--- config.mk ---
export PLATFORM = sky130hd
export DESIGN_NAME = dsw_serial_write
export DESIGN_NICKNAME = d
export VERILOG_FILES = /design/src/rtl/dsw_pkg.sv /design/src/rtl/dsw_serial_write.sv /design/src/rtl/dsw_sync2.sv
export SDC_FILE = /design/constraint.sdc
export NUM_CORES = 1
export LEC_CHECK = 0
export BUFFER_PORTS_ARGS = -buffer_cell sky130_fd_sc_hd__buf_2
export CAP_MARGIN = 20
export CORE_MARGIN = 1
export CORE_UTILIZATION = 35
export CTS_BUF_LIST = sky130_fd_sc_hd__clkbuf_2 sky130_fd_sc_hd__clkbuf_4 sky130_fd_sc_hd__clkbuf_8
export CTS_CLUSTER_DIAMETER = 50
export DETAILED_ROUTE_END_ITERATION = 12
export PLACE_DENSITY = 0.59
export RECOVER_POWER = 25
export SETUP_SLACK_MARGIN = 0.4
export SLEW_MARGIN = 40
export SYNTH_ARGS = -nofsm -noshare
export SYNTH_HDL_FRONTEND = slang
export SYNTH_SLANG_ARGS = --single-unit
--- constraint.sdc ---
create_clock -name sys_clk_in -period 2.85 [get_ports sys_clk_in]
set_input_delay 0.57 -clock sys_clk_in [delete_from_list [all_inputs] [get_ports sys_clk_in]]
set_output_delay 0.57 -clock sys_clk_in [all_outputs]
set_load 0.01 [all_outputs]
--- src/rtl/dsw_pkg.sv ---
package dsw_pkg;
	localparam int WORD_BITS = 24;
	localparam int DATA_BITS = 16;
	localparam logic [4:0] FRAME_LAST_CNT = 5'h17;
	localparam logic [4:0] CNT_RESET = 5'h00;
	localparam logic [23:0] WORD_RESET = 24'h000000;
	localparam logic [15:0] CODE_RESET = 16'h0000;
	localparam int POS_LOAD_B = 21;
	localparam int POS_LOAD_A = 20;
	localparam int POS_CHAN_SEL = 18;
	localparam int POS_PWR_HI = 17;
	localparam int POS_PWR_LO = 16;
	localparam int SYNC_STAGES = 2;
	localparam int CLK_PERIOD_PS = 5000;
	localparam int INTERFRAME_NS = 100;
	localparam int INTERFRAME_CYC = (INTERFRAME_NS * 1000 + CLK_PERIOD_PS - 1) / CLK_PERIOD_PS;
	typedef enum logic [1:0] {
		DSW_PWR_NORMAL = 2'h0,
		DSW_PWR_PD_1K = 2'h1,
		DSW_PWR_PD_100K = 2'h2,
		DSW_PWR_PD_HIZ = 2'h3
	} dsw_pwr_t;
	localparam dsw_pwr_t PWR_RESET = DSW_PWR_NORMAL;
endpackage : dsw_pkg

--- src/rtl/dsw_serial_write.sv ---
// Contract
// Host lowers frame select before clocking.
// Sample data each falling edge while selected.
// Execute decoded command on 24th edge.
// Host holds select low for 24 edges.
// Select high or low after completion.
// Host waits 100 ns before next frame.
// Host keeps select high 50/33 ns.
// Serial clock at most 30/20 MHz.
// Bits 23-16 control, 15-0 data.
// Host sends zero in bits 23,22.
// Bit 20 loads A, 21 loads B.
// Bit 19 is ignored.
// Bit 18 selects target buffer.
// Bits 17-16 are power mode.
// Data goes to buffer or output.
// Early select rise discards whole frame.
// Output codes are straight binary 0-65535.
// Select zero is A, one is B.
// 00 normal, 01 1k, 10 100k, 11 hiz.
// Reset clears all channel registers.
// Leave power-down only by 00 load.
// Shift most significant bit first.
// Per channel buffer and output register.
module dsw_serial_write (
	input wire logic sys_clk_in, // System clock, 200 MHz
	input wire logic sys_rst_in, // Sync reset, active high
	input wire logic clk_en_in, // Freezes all state when low
	input wire logic frame_sel_n_in, // Frame select pin, active low
	input wire logic serial_clk_in, // Serial clock pin
	input wire logic serial_data_in, // Serial data pin
	output logic [15:0] code_a_out, // Channel A output code
	output logic [15:0] code_b_out, // Channel B output code
	output logic [1:0] pwr_mode_a_out, // Channel A power mode
	output logic [1:0] pwr_mode_b_out, // Channel B power mode
	output logic [15:0] buf_a_out, // Channel A data buffer
	output logic [15:0] buf_b_out, // Channel B data buffer
	output logic cmd_done_out // One-cycle pulse per executed command
);
	logic [2:0] pins_s;
	logic sel_n_s, sclk_s, din_s;
	logic sclk_prev_q;
	logic fall;
	logic [23:0] serial_input_word_q;
	logic [4:0] bit_cnt_q;
	logic frame_done_q;
	logic exec;
	logic [23:0] word_d;
	logic load_chan_a, load_chan_b, chan_sel;
	logic [1:0] pwr_mode;
	logic [15:0] data_val;
	logic [15:0] buf_q [2];
	logic [15:0] code_q [2];
	logic [1:0] pwr_q [2];

	dsw_sync2 #(.WIDTH(3)) u_sync (
		.sys_clk_in(sys_clk_in),
		.sys_rst_in(sys_rst_in),
		.clk_en_in(clk_en_in),
		.async_in({frame_sel_n_in, serial_clk_in, serial_data_in}),
		.sync_out(pins_s)
	);
	assign sel_n_s = pins_s[2];
	assign sclk_s = pins_s[1];
	assign din_s = pins_s[0];

	always_ff @(posedge sys_clk_in) begin
		if (sys_rst_in) begin
			sclk_prev_q <= 1'b0;
		end else if (clk_en_in) begin
			sclk_prev_q <= sclk_s;
		end
	end

	// Edges only count inside a frame, and none after the 24th until select goes high
	assign fall = sclk_prev_q & ~sclk_s & ~sel_n_s & ~frame_done_q;
	assign exec = fall && (bit_cnt_q == dsw_pkg::FRAME_LAST_CNT);
	assign word_d = {serial_input_word_q[22:0], din_s};

	always_ff @(posedge sys_clk_in) begin
		if (sys_rst_in) begin
			serial_input_word_q <= dsw_pkg::WORD_RESET;
			bit_cnt_q <= dsw_pkg::CNT_RESET;
			frame_done_q <= 1'b0;
		end else if (clk_en_in) begin
			if (sel_n_s) begin
				// Select high mid-frame drops the partial word
				serial_input_word_q <= dsw_pkg::WORD_RESET;
				bit_cnt_q <= dsw_pkg::CNT_RESET;
				frame_done_q <= 1'b0;
			end else if (fall) begin
				serial_input_word_q <= word_d;
				bit_cnt_q <= exec ? dsw_pkg::CNT_RESET : bit_cnt_q + 5'h01;
				// Holding select low afterward leaves the result alone
				frame_done_q <= exec;
			end
		end
	end

	// Bit 19 and the reserved bits are never looked at
	assign load_chan_a = word_d[dsw_pkg::POS_LOAD_A];
	assign load_chan_b = word_d[dsw_pkg::POS_LOAD_B];
	assign chan_sel = word_d[dsw_pkg::POS_CHAN_SEL];
	assign pwr_mode = word_d[dsw_pkg::POS_PWR_HI:dsw_pkg::POS_PWR_LO];
	assign data_val = word_d[dsw_pkg::DATA_BITS-1:0];

	for (genvar ch = 0; ch < 2; ch++) begin : g_chan
		logic sel_here;
		logic load_here;
		assign sel_here = (chan_sel == 1'(ch));
		assign load_here = (ch == 0) ? load_chan_a : load_chan_b;
		always_ff @(posedge sys_clk_in) begin
			if (sys_rst_in) begin
				buf_q[ch] <= dsw_pkg::CODE_RESET;
				code_q[ch] <= dsw_pkg::CODE_RESET;
				pwr_q[ch] <= dsw_pkg::PWR_RESET;
			end else if (clk_en_in && exec) begin
				// Power-down frames leave buffer data intact
				if (sel_here && pwr_mode == dsw_pkg::DSW_PWR_NORMAL) begin
					buf_q[ch] <= data_val;
				end
				if (load_here) begin
					// Selected channel takes new data in normal mode only, other takes its buffer
					if (sel_here && pwr_mode == dsw_pkg::DSW_PWR_NORMAL) begin
						code_q[ch] <= data_val;
					end else if (!sel_here) begin
						code_q[ch] <= buf_q[ch];
					end
					if (sel_here) begin
						pwr_q[ch] <= pwr_mode;
					end
				end
			end
		end
	end

	assign code_a_out = code_q[0];
	assign code_b_out = code_q[1];
	assign buf_a_out = buf_q[0];
	assign buf_b_out = buf_q[1];
	assign pwr_mode_a_out = pwr_q[0];
	assign pwr_mode_b_out = pwr_q[1];

	always_ff @(posedge sys_clk_in) begin
		if (sys_rst_in) begin
			cmd_done_out <= 1'b0;
		end else if (clk_en_in) begin
			cmd_done_out <= exec;
		end
	end

	// Frame control and the shift path
	a_abort_no_change: assert property (@(posedge sys_clk_in) disable iff (sys_rst_in)
		(clk_en_in && sel_n_s) |=> ($stable(code_a_out) && $stable(code_b_out)
		&& $stable(pwr_mode_a_out) && $stable(pwr_mode_b_out)))
		else $error("State changed outside a frame");
	a_abort_clears: assert property (@(posedge sys_clk_in) disable iff (sys_rst_in)
		(clk_en_in && sel_n_s) |=> (bit_cnt_q == 5'h00 && serial_input_word_q == 24'h000000))
		else $error("Shift state not cleared on select high");
	a_done_pulse: assert property (@(posedge sys_clk_in) disable iff (sys_rst_in)
		(clk_en_in && exec) |=> cmd_done_out ##1 !cmd_done_out)
		else $error("Done pulse not single cycle");
	a_count_step: assert property (@(posedge sys_clk_in) disable iff (sys_rst_in)
		(clk_en_in && fall && !exec) |=> bit_cnt_q == $past(bit_cnt_q) + 5'h01)
		else $error("Bit count did not advance");
	a_word_shift: assert property (@(posedge sys_clk_in) disable iff (sys_rst_in)
		(clk_en_in && fall) |=> serial_input_word_q == $past(word_d))
		else $error("Serial word did not shift in the sampled bit");
	a_exec_count: assert property (@(posedge sys_clk_in) disable iff (sys_rst_in)
		(clk_en_in && exec) |=> (bit_cnt_q == 5'h00 && frame_done_q))
		else $error("Frame not closed after last bit");
	a_held_after: assert property (@(posedge sys_clk_in) disable iff (sys_rst_in)
		(clk_en_in && frame_done_q && !sel_n_s) |-> !fall)
		else $error("Edge taken after completed frame");
	// Held enable must leave the shift word, bit count and both output codes where they were
	a_freeze_state: assert property (@(posedge sys_clk_in) disable iff (sys_rst_in)
		!clk_en_in |=> ($stable(serial_input_word_q) && $stable(bit_cnt_q)
		&& $stable(code_a_out) && $stable(code_b_out)))
		else $error("State moved while enable was low");

	// Buffer writes
	a_buf_a_data: assert property (@(posedge sys_clk_in) disable iff (sys_rst_in)
		(clk_en_in && exec && !chan_sel && pwr_mode == 2'h0) |=> buf_a_out == $past(data_val))
		else $error("Buffer A did not take data");
	a_buf_b_data: assert property (@(posedge sys_clk_in) disable iff (sys_rst_in)
		(clk_en_in && exec && chan_sel && pwr_mode == 2'h0) |=> buf_b_out == $past(data_val))
		else $error("Buffer B did not take data");
	a_unsel_buf_a: assert property (@(posedge sys_clk_in) disable iff (sys_rst_in)
		(clk_en_in && exec && chan_sel) |=> $stable(buf_a_out))
		else $error("Buffer A written while B selected");
	a_pd_keeps_buf: assert property (@(posedge sys_clk_in) disable iff (sys_rst_in)
		(clk_en_in && exec && pwr_mode != 2'h0) |=> ($stable(buf_a_out) && $stable(buf_b_out)))
		else $error("Power-down frame altered a buffer");

	// Output register loads
	a_load_a_data: assert property (@(posedge sys_clk_in) disable iff (sys_rst_in)
		(clk_en_in && exec && load_chan_a && !chan_sel && pwr_mode == 2'h0)
		|=> code_a_out == $past(data_val))
		else $error("Channel A did not load data");
	a_load_b_data: assert property (@(posedge sys_clk_in) disable iff (sys_rst_in)
		(clk_en_in && exec && load_chan_b && chan_sel && pwr_mode == 2'h0)
		|=> code_b_out == $past(data_val))
		else $error("Channel B did not load data");
	a_a_takes_buf: assert property (@(posedge sys_clk_in) disable iff (sys_rst_in)
		(clk_en_in && exec && load_chan_a && chan_sel) |=> code_a_out == $past(buf_a_out))
		else $error("Channel A did not load its buffer");
	a_b_takes_buf: assert property (@(posedge sys_clk_in) disable iff (sys_rst_in)
		(clk_en_in && exec && load_chan_b && !chan_sel) |=> code_b_out == $past(buf_b_out))
		else $error("Channel B did not load its buffer");
	a_no_load_keep: assert property (@(posedge sys_clk_in) disable iff (sys_rst_in)
		(clk_en_in && exec && !load_chan_a) |=> $stable(code_a_out) && $stable(pwr_mode_a_out))
		else $error("Channel A changed without load");
	a_no_load_b: assert property (@(posedge sys_clk_in) disable iff (sys_rst_in)
		(clk_en_in && exec && !load_chan_b) |=> $stable(code_b_out) && $stable(pwr_mode_b_out))
		else $error("Channel B changed without load");

	// Power modes
	a_pd_set_a: assert property (@(posedge sys_clk_in) disable iff (sys_rst_in)
		(clk_en_in && exec && load_chan_a && !chan_sel) |=> pwr_mode_a_out == $past(pwr_mode))
		else $error("Channel A power mode wrong");
	a_pd_set_b: assert property (@(posedge sys_clk_in) disable iff (sys_rst_in)
		(clk_en_in && exec && load_chan_b && chan_sel) |=> pwr_mode_b_out == $past(pwr_mode))
		else $error("Channel B power mode wrong");
	// Only a normal-mode load aimed at A may wake it
	a_pd_hold_a: assert property (@(posedge sys_clk_in) disable iff (sys_rst_in)
		(pwr_mode_a_out != 2'h0
		&& !(clk_en_in && exec && load_chan_a && !chan_sel && pwr_mode == 2'h0))
		|=> pwr_mode_a_out != 2'h0)
		else $error("Channel A left power-down without a load");
endmodule : dsw_serial_write

--- src/rtl/dsw_sync2.sv ---
module dsw_sync2 #(
	parameter int WIDTH = 3
) (
	input wire logic sys_clk_in, // System clock
	input wire logic sys_rst_in, // Sync reset, active high
	input wire logic clk_en_in, // Clock enable
	input wire logic [WIDTH-1:0] async_in, // Asynchronous pins
	output logic [WIDTH-1:0] sync_out // Synchronised levels
);
	logic [WIDTH-1:0] meta_q;
	// Stage one feeds only stage two
	always_ff @(posedge sys_clk_in) begin
		if (sys_rst_in) begin
			meta_q <= '0;
			sync_out <= '0;
		end else if (clk_en_in) begin
			meta_q <= async_in;
			sync_out <= meta_q;
		end
	end
endmodule : dsw_sync2

==> flow_summary.json, run 1 <==
{
  "fp.dieH_um": 116,
  "grt_pass1_wl_mm": 16.0,
  "cp.depth": 4,
  "finalHoldViolations": 0,
  "rr_endpoint": "buf_q[1][9]",
  "layout_common_cells": "edfxtp_1 (68), clkbuf_1 (48), dfxtp_1 (34)",
  "maxCapViolations": 0,
  "post_drt_wl_per_cell_um": 16.5,
  "cts_sinks": 103,
  "skew_ns": 0.0123,
  "critPathBufInv": 1,
  "drive_gt1_frac": 0.209,
  "drc": 0,
  "crit_arrival_ns": 2.32,
  "pre_cts_slack_ns": 0.482,
  "ys_ff_latch": 103,
  "crit_path_start": "clk_en_in",
  "coreArea_um2": 12600,
  "slowest_stage": "a31o_2",
  "cts_tree": "yes",
  "status": "complete, no violations",
  "ir_drop_mv": 0.253,
  "crit_fanout": 16,
  "syn_area_um2": 4520,
  "row_count": 41,
  "fmax_mhz": 437,
  "clockRootBuffer": "clkbuf_8",
  "antenna_found_initial": 0,
  "io_pins": 75,
  "grt_pass1_vias": 2949,
  "place_congestion": 0.780,
  "syn_avg_cell_area_um2": 12.1,
  "worstRegToRegCells": 4,
  "dpl.hpwl_mm": 6.63,
  "layout_commonest_cell": "edfxtp_1",
  "power_density_nw_per_um2": 546,
  "viasPerCell": 5.06,
  "worst_pin_slew_ns": 0.676,
  "hold_path_class": "in -> reg",
  "place.port_buffers": 74,
  "clk-insertion-delay-late_ns": 0.38,
  "syn_nets": 382,
  "max_slew_margin": 0.549,
  "finalWorstSetupSlack_ns": 0.563,
  "start_util": 0.358,
  "fin_setup_tns_ns": 0,
  "yosys_warnings": 0,
  "numCtsBuffers": 9,
  "syn_to_final_growth_pct": 15.2,
  "dieArea_um2": 13400,
  "cp_top_family": "simple AND/OR/NAND/NOR gates",
  "post_cts_buffers": 0,
  "finalPower_w": 0.00284,
  "cp.required_ns": 2.88,
  "post-route-period-util": 0.802,
  "p_leak_nw": 1.66,
  "drt_iter0_markers": 277,
  "drt-pass1-iter-count": 5,
  "fin_nets": 448,
  "drt-total-wl_mm": 10.2,
  "insertedDiodeCount": 0,
  "path_clk_slew_ns": 0.10,
  "max_stage_delay_ns": 0.53,
  "track_usage": 0.160,
  "cts_buffer_depth": 2,
  "yosysSeqAreaShare": 0.607,
  "setup_viol": 0,
  "fp.dieW_um": 116,
  "num_vias": 3125,
  "rrSetupSlack_ns": 0.75,
  "overflow": 0,
  "cts_max_level": 3,
  "r2r-start": "bit_cnt_q[0]",
  "rsz0062_at_grt": "no",
  "min_period_ns": 2.29,
  "endpoint_kind": "flip-flop",
  "crit_chain": "clkbuf_1 -> nand4bb_1 -> nor3_1 -> a31o_2",
  "holdBufCountCts": 0,
  "slew_violations": 0,
  "postRouteAntennaNets": 0,
  "synth.distinct_cells": 40,
  "grt_start_max_net_pins": 35,
  "cts.repair.resized": 0,
  "startpoint_type": "input port",
  "crit_path_end": "buf_q[1][9]",
  "worstSetupPathType": "in -> reg",
  "syn_inst": 375
}
## cells in the mapped netlist (all sizes together)
master / count / area (um2)
clkbuf: 23 / 86.3
and4bb: 1 / 12.5
buf: 10 / 91.3
dfxtp: 35 / 701
edfxtp: 68 / 2040
a31oi: 16 / 100
mux2i: 7 / 70.1
nor4bb: 1 / 10.0
o21ai: 3 / 15.0
nand4b: 2 / 32.5
o31ai: 1 / 7.51
or4: 4 / 33.8
o2111ai: 1 / 8.76
a31o: 4 / 35.0
nor3: 2 / 10.0
and4b: 1 / 10.0
o311ai: 1 / 8.76
a21oi: 19 / 95.1
nand3: 18 / 90.1
ha: 1 / 12.5
nand3b: 1 / 7.51
inv: 20 / 75.1
a22o: 21 / 184
nor2b: 19 / 119
a21o: 3 / 22.5
or2: 1 / 6.26
nand2b: 1 / 6.26
and3: 2 / 12.5
nand2: 23 / 86.3
nor2: 29 / 109
nand4bb: 1 / 11.3
nor4: 33 / 390
nand4: 3 / 18.8
## power breakdown
group | internal (W) | leakage (nW) | switching, W | total, W
registers | 0.00164 | 0.928 | 0.0000261 | 0.00166
logic | 0.0000518 | 0.624 | 0.0000915 | 0.000143
clock network | 0.000511 | 0.107 | 0.000525 | 0.00104
## cells by family (layout without fill, tap and decap cells)
group	count (synthesis)	in the layout	share of synthesized area
flops	103	103	0.607
fa+ha+maj	1	1	0.00277
compound gates	69	69	0.105
buf+inv	53	124	0.0559
simple gates	142	142	0.214
mux	7	7	0.0155
## stage by stage
stage / util / cell area [um2] / std cells / hold WS (ns)
floorplan: - / 4520 / 375 / 0.443
global placement: 0.401 / 5050 / 602 / 0.460
detailed placement: 0.401 / 5050 / 602 / 0.461
CTS: 0.418 / 5280 / 618 / 0.422
global route: 0.413 / 5210 / 618 / 0.460
finish: 0.413 / 5210 / 618 / 0.433
## per-layer routing
layer  routed length, um  track usage  part of all wire  vias up
met3                 571       0.0314             0.056       13
li1                    -            -                 -     1522
met1                4550        0.212              0.45     1493
met4                 146       0.0718             0.014        0
met2                4940        0.254              0.48       97
met5                   0            0                 0        -
## worst reg2reg max path, stage by stage (launching register included)
cell	delay [ns]
dfxtp_1	0.39
ha_1	0.30
nand4b_4	0.15
nor3_1	0.39
a31o_2	0.53
## state kept, by name (all words and copies together) (netlist names)
signal	count
bit_cnt_q	5
code_q	32
u_sync.sync_out	3
serial_input_word_q	21
sclk_prev_q	1
buf_q	32
u_sync.meta_q	3
cmd_done_out	1
pwr_q	4
frame_done_q	1
## cell type report
type	instances	area (um2)
fillers	1235	7410
inverters	20	75.1
clock inverters	6	92.6
clock buffers	10	131
repair buffers	88	423
multi-input cells	219	1530
flip-flops and latches	103	2740
well taps	172	215
## worst min-delay path by stage
stage	startpoint	end	slack [ns]	cells after the start
floorplan	serial_input_word_q[18]	serial_input_word_q[18]	0.44	1
global placement	serial_input_word_q[18]	serial_input_word_q[19]	0.46	1
detailed placement	serial_input_word_q[18]	serial_input_word_q[19]	0.46	1
global route	serial_data_in	u_sync.meta_q[0]	0.46	3
finish	frame_sel_n_in	u_sync.meta_q[2]	0.43	3
CTS	serial_clk_in	u_sync.meta_q[1]	0.42	3
(Power assumes the default switching activity.)
==> run 2: changes to the inputs <==
Clock period 2.85 ns to 2.3 ns, I/O delays scaled along.
==> run 2 against run 1 <==
Compared with the run above:
- global-route usage grew 1.1 points
- combinational power grew 29%
- sequential power grew 24%
- power grew 22%
- register-to-register slack lost 0.27 ns
- critical endpoint is now serial_input_word_q[12]
- worst hold slack lost 0.14 ns
- largest power group unchanged
- first-iteration DRC count shrank 23%
- critical path depth grew 2
- final area grew 3.1%
==> flow_summary.json, run 2 (synthesized netlist as in run 1, its figures left out) <==
{
  "regArea_um2": 2750,
  "ir_drop_mv": 0.277,
  "maxCapViolations": 0,
  "worstRegToRegCells": 5,
  "grt_pass1_wl_mm": 16.9,
  "row_count": 41,
  "cts_tree": "yes",
  "fmax_mhz": 540,
  "worst_pin_slew_ns": 0.771,
  "holdBufCountCts": 0,
  "numCtsBuffers": 9,
  "rrSetupSlack_ns": 0.48,
  "max_stage_delay_ns": 0.57,
  "drc": 0,
  "crit_fanout": 14,
  "finalPower_w": 0.00346,
  "cts_buffer_depth": 2,
  "startpoint_type": "input port",
  "clockRootBuffer": "clkbuf_8",
  "overflow": 0,
  "grt_pass1_vias": 3052,
  "track_usage": 0.171,
  "start_util": 0.358,
  "postRouteAntennaNets": 0,
  "min_period_ns": 1.85,
  "setup_viol": 0,
  "top_regs": "buf_q x32, code_q x32, serial_input_word_q x21",
  "critPathBufInv": 3,
  "status": "complete, no violations",
  "crit_arrival_ns": 2.15,
  "fin_setup_tns_ns": 0,
  "place_congestion": 0.782,
  "fp.dieH_um": 116,
  "multi_input_area_um2": 1620,
  "r2r-start": "bit_cnt_q[0]",
  "io_pins": 75,
  "hold_path_class": "in -> reg",
  "cts_max_level": 3,
  "syn_to_final_growth_pct": 18.8,
  "rr_endpoint": "buf_q[1][14]",
  "clk-insertion-delay-late_ns": 0.39,
  "crit_chain": "clkbuf_1 -> clkbuf_1 -> a21o_1 -> nor2_1 -> buf_4 -> a22o_1",
  "layout_commonest_cell": "edfxtp_1",
  "coreArea_um2": 12600,
  "dpl.hpwl_mm": 6.81,
  "worstSetupPathType": "in -> reg",
  "finalHoldViolations": 0,
  "layout_common_cells": "edfxtp_1 (68), clkbuf_1 (52), dfxtp_1 (32)",
  "cp_top_family": "buffers and inverters",
  "p_leak_nw": 1.69,
  "place.port_buffers": 74,
  "num_vias": 3208,
  "viasPerCell": 5.12,
  "slew_violations": 0,
  "path_clk_slew_ns": 0.10,
  "grt_start_max_net_pins": 60,
  "cp.required_ns": 2.59,
  "slowest_stage": "clkbuf_1",
  "fin_nets": 457,
  "drt-pass1-iter-count": 4,
  "min-delay-start": "serial_clk_in",
  "drt-total-wl_mm": 10.9,
  "skew_ns": 0.00841,
  "insertedDiodeCount": 0,
  "drt_iter0_markers": 213,
  "endpoint_kind": "flip-flop",
  "post-route-period-util": 0.805,
  "worst_hold_path.endpoint": "u_sync.meta_q[1]",
  "cts_sinks": 103,
  "antenna_found_initial": 0,
  "dieArea_um2": 13400,
  "max_slew_margin": 0.486,
  "post_drt_wl_per_cell_um": 17.4,
  "hold_depth": 3,
  "drive_gt1_frac": 0.235,
  "rsz0062_at_grt": "no",
  "crit_path_frequent_cell": "clkbuf_1",
  "fp.dieW_um": 116,
  "power_density_nw_per_um2": 644,
  "n_fill_cell": 1244
}
-- run 2: cell type report --
cell class              count  area share
flip-flops and latches    103       0.511
inverters                  20      0.0140
multi-input cells         220       0.301
repair buffers             96      0.0960
clock buffers               9      0.0231
well taps                 172      0.0401
clock inverters             7      0.0147
-- run 2: report_power, final --
| part | internal, W | switching [W] | leakage [nW] |
|---|---|---|---|
| clock | 0.000514 | 0.000695 | 0.0929 |
| combinational | 0.0000661 | 0.000118 | 0.668 |
| sequential | 0.00203 | 0.0000332 | 0.929 |
| total | 0.00261 | 0.000846 | 1.69 |
-- run 2: through the flow --
step,area [um2],setup WS [ns],hold WS [ns],util,instances
after floorplan,4520,0.499,0.443,-,375
after global placement,5070,0.276,0.459,0.402,604
after detailed placement,5070,0.201,0.454,0.402,604
after CTS,5340,0.328,0.281,0.423,622
after global routing,5370,0.303,0.313,0.426,627
final,5370,0.448,0.297,0.426,627
-- run 2: metal layers --
metal	vias to the layer above	global-route usage	share of wire
met1	1553	0.226	0.45
met3	15	0.0377	0.053
li1	1547	-	-
met5	-	0	0
met4	0	0.0718	0.020
met2	93	0.272	0.48
-- run 2: worst max-delay path by stage --
stage                      start                 endpoint  slack [ns]  cells after the start
CTS                 bit_cnt_q[0]             code_q[0][7]        0.33                      5
global placement    bit_cnt_q[0]              buf_q[1][7]        0.28                      4
global route          sys_rst_in   serial_input_word_q[6]        0.30                      6
floorplan           bit_cnt_q[0]              buf_q[0][0]        0.50                      4
finish                sys_rst_in  serial_input_word_q[12]        0.45                      6
detailed placement  bit_cnt_q[0]              buf_q[0][0]        0.20                      4
-- run 2: timing repair --
action,in CTS,in global routing
pin swaps,2,1
gates cloned,1,0
setup buffers,1,5
setup endpoints to repair,96,93
gates resized for setup,7,7
-- run 2: worst reg2reg max path: cells and delay by family (launching register included) --
family / cells / cell delay [ns]
and+or+nand+nor: 3 / 0.87
adders and majority gates: 1 / 0.18
buffers and inverters: 1 / 0.21
DFF: 1 / 0.39
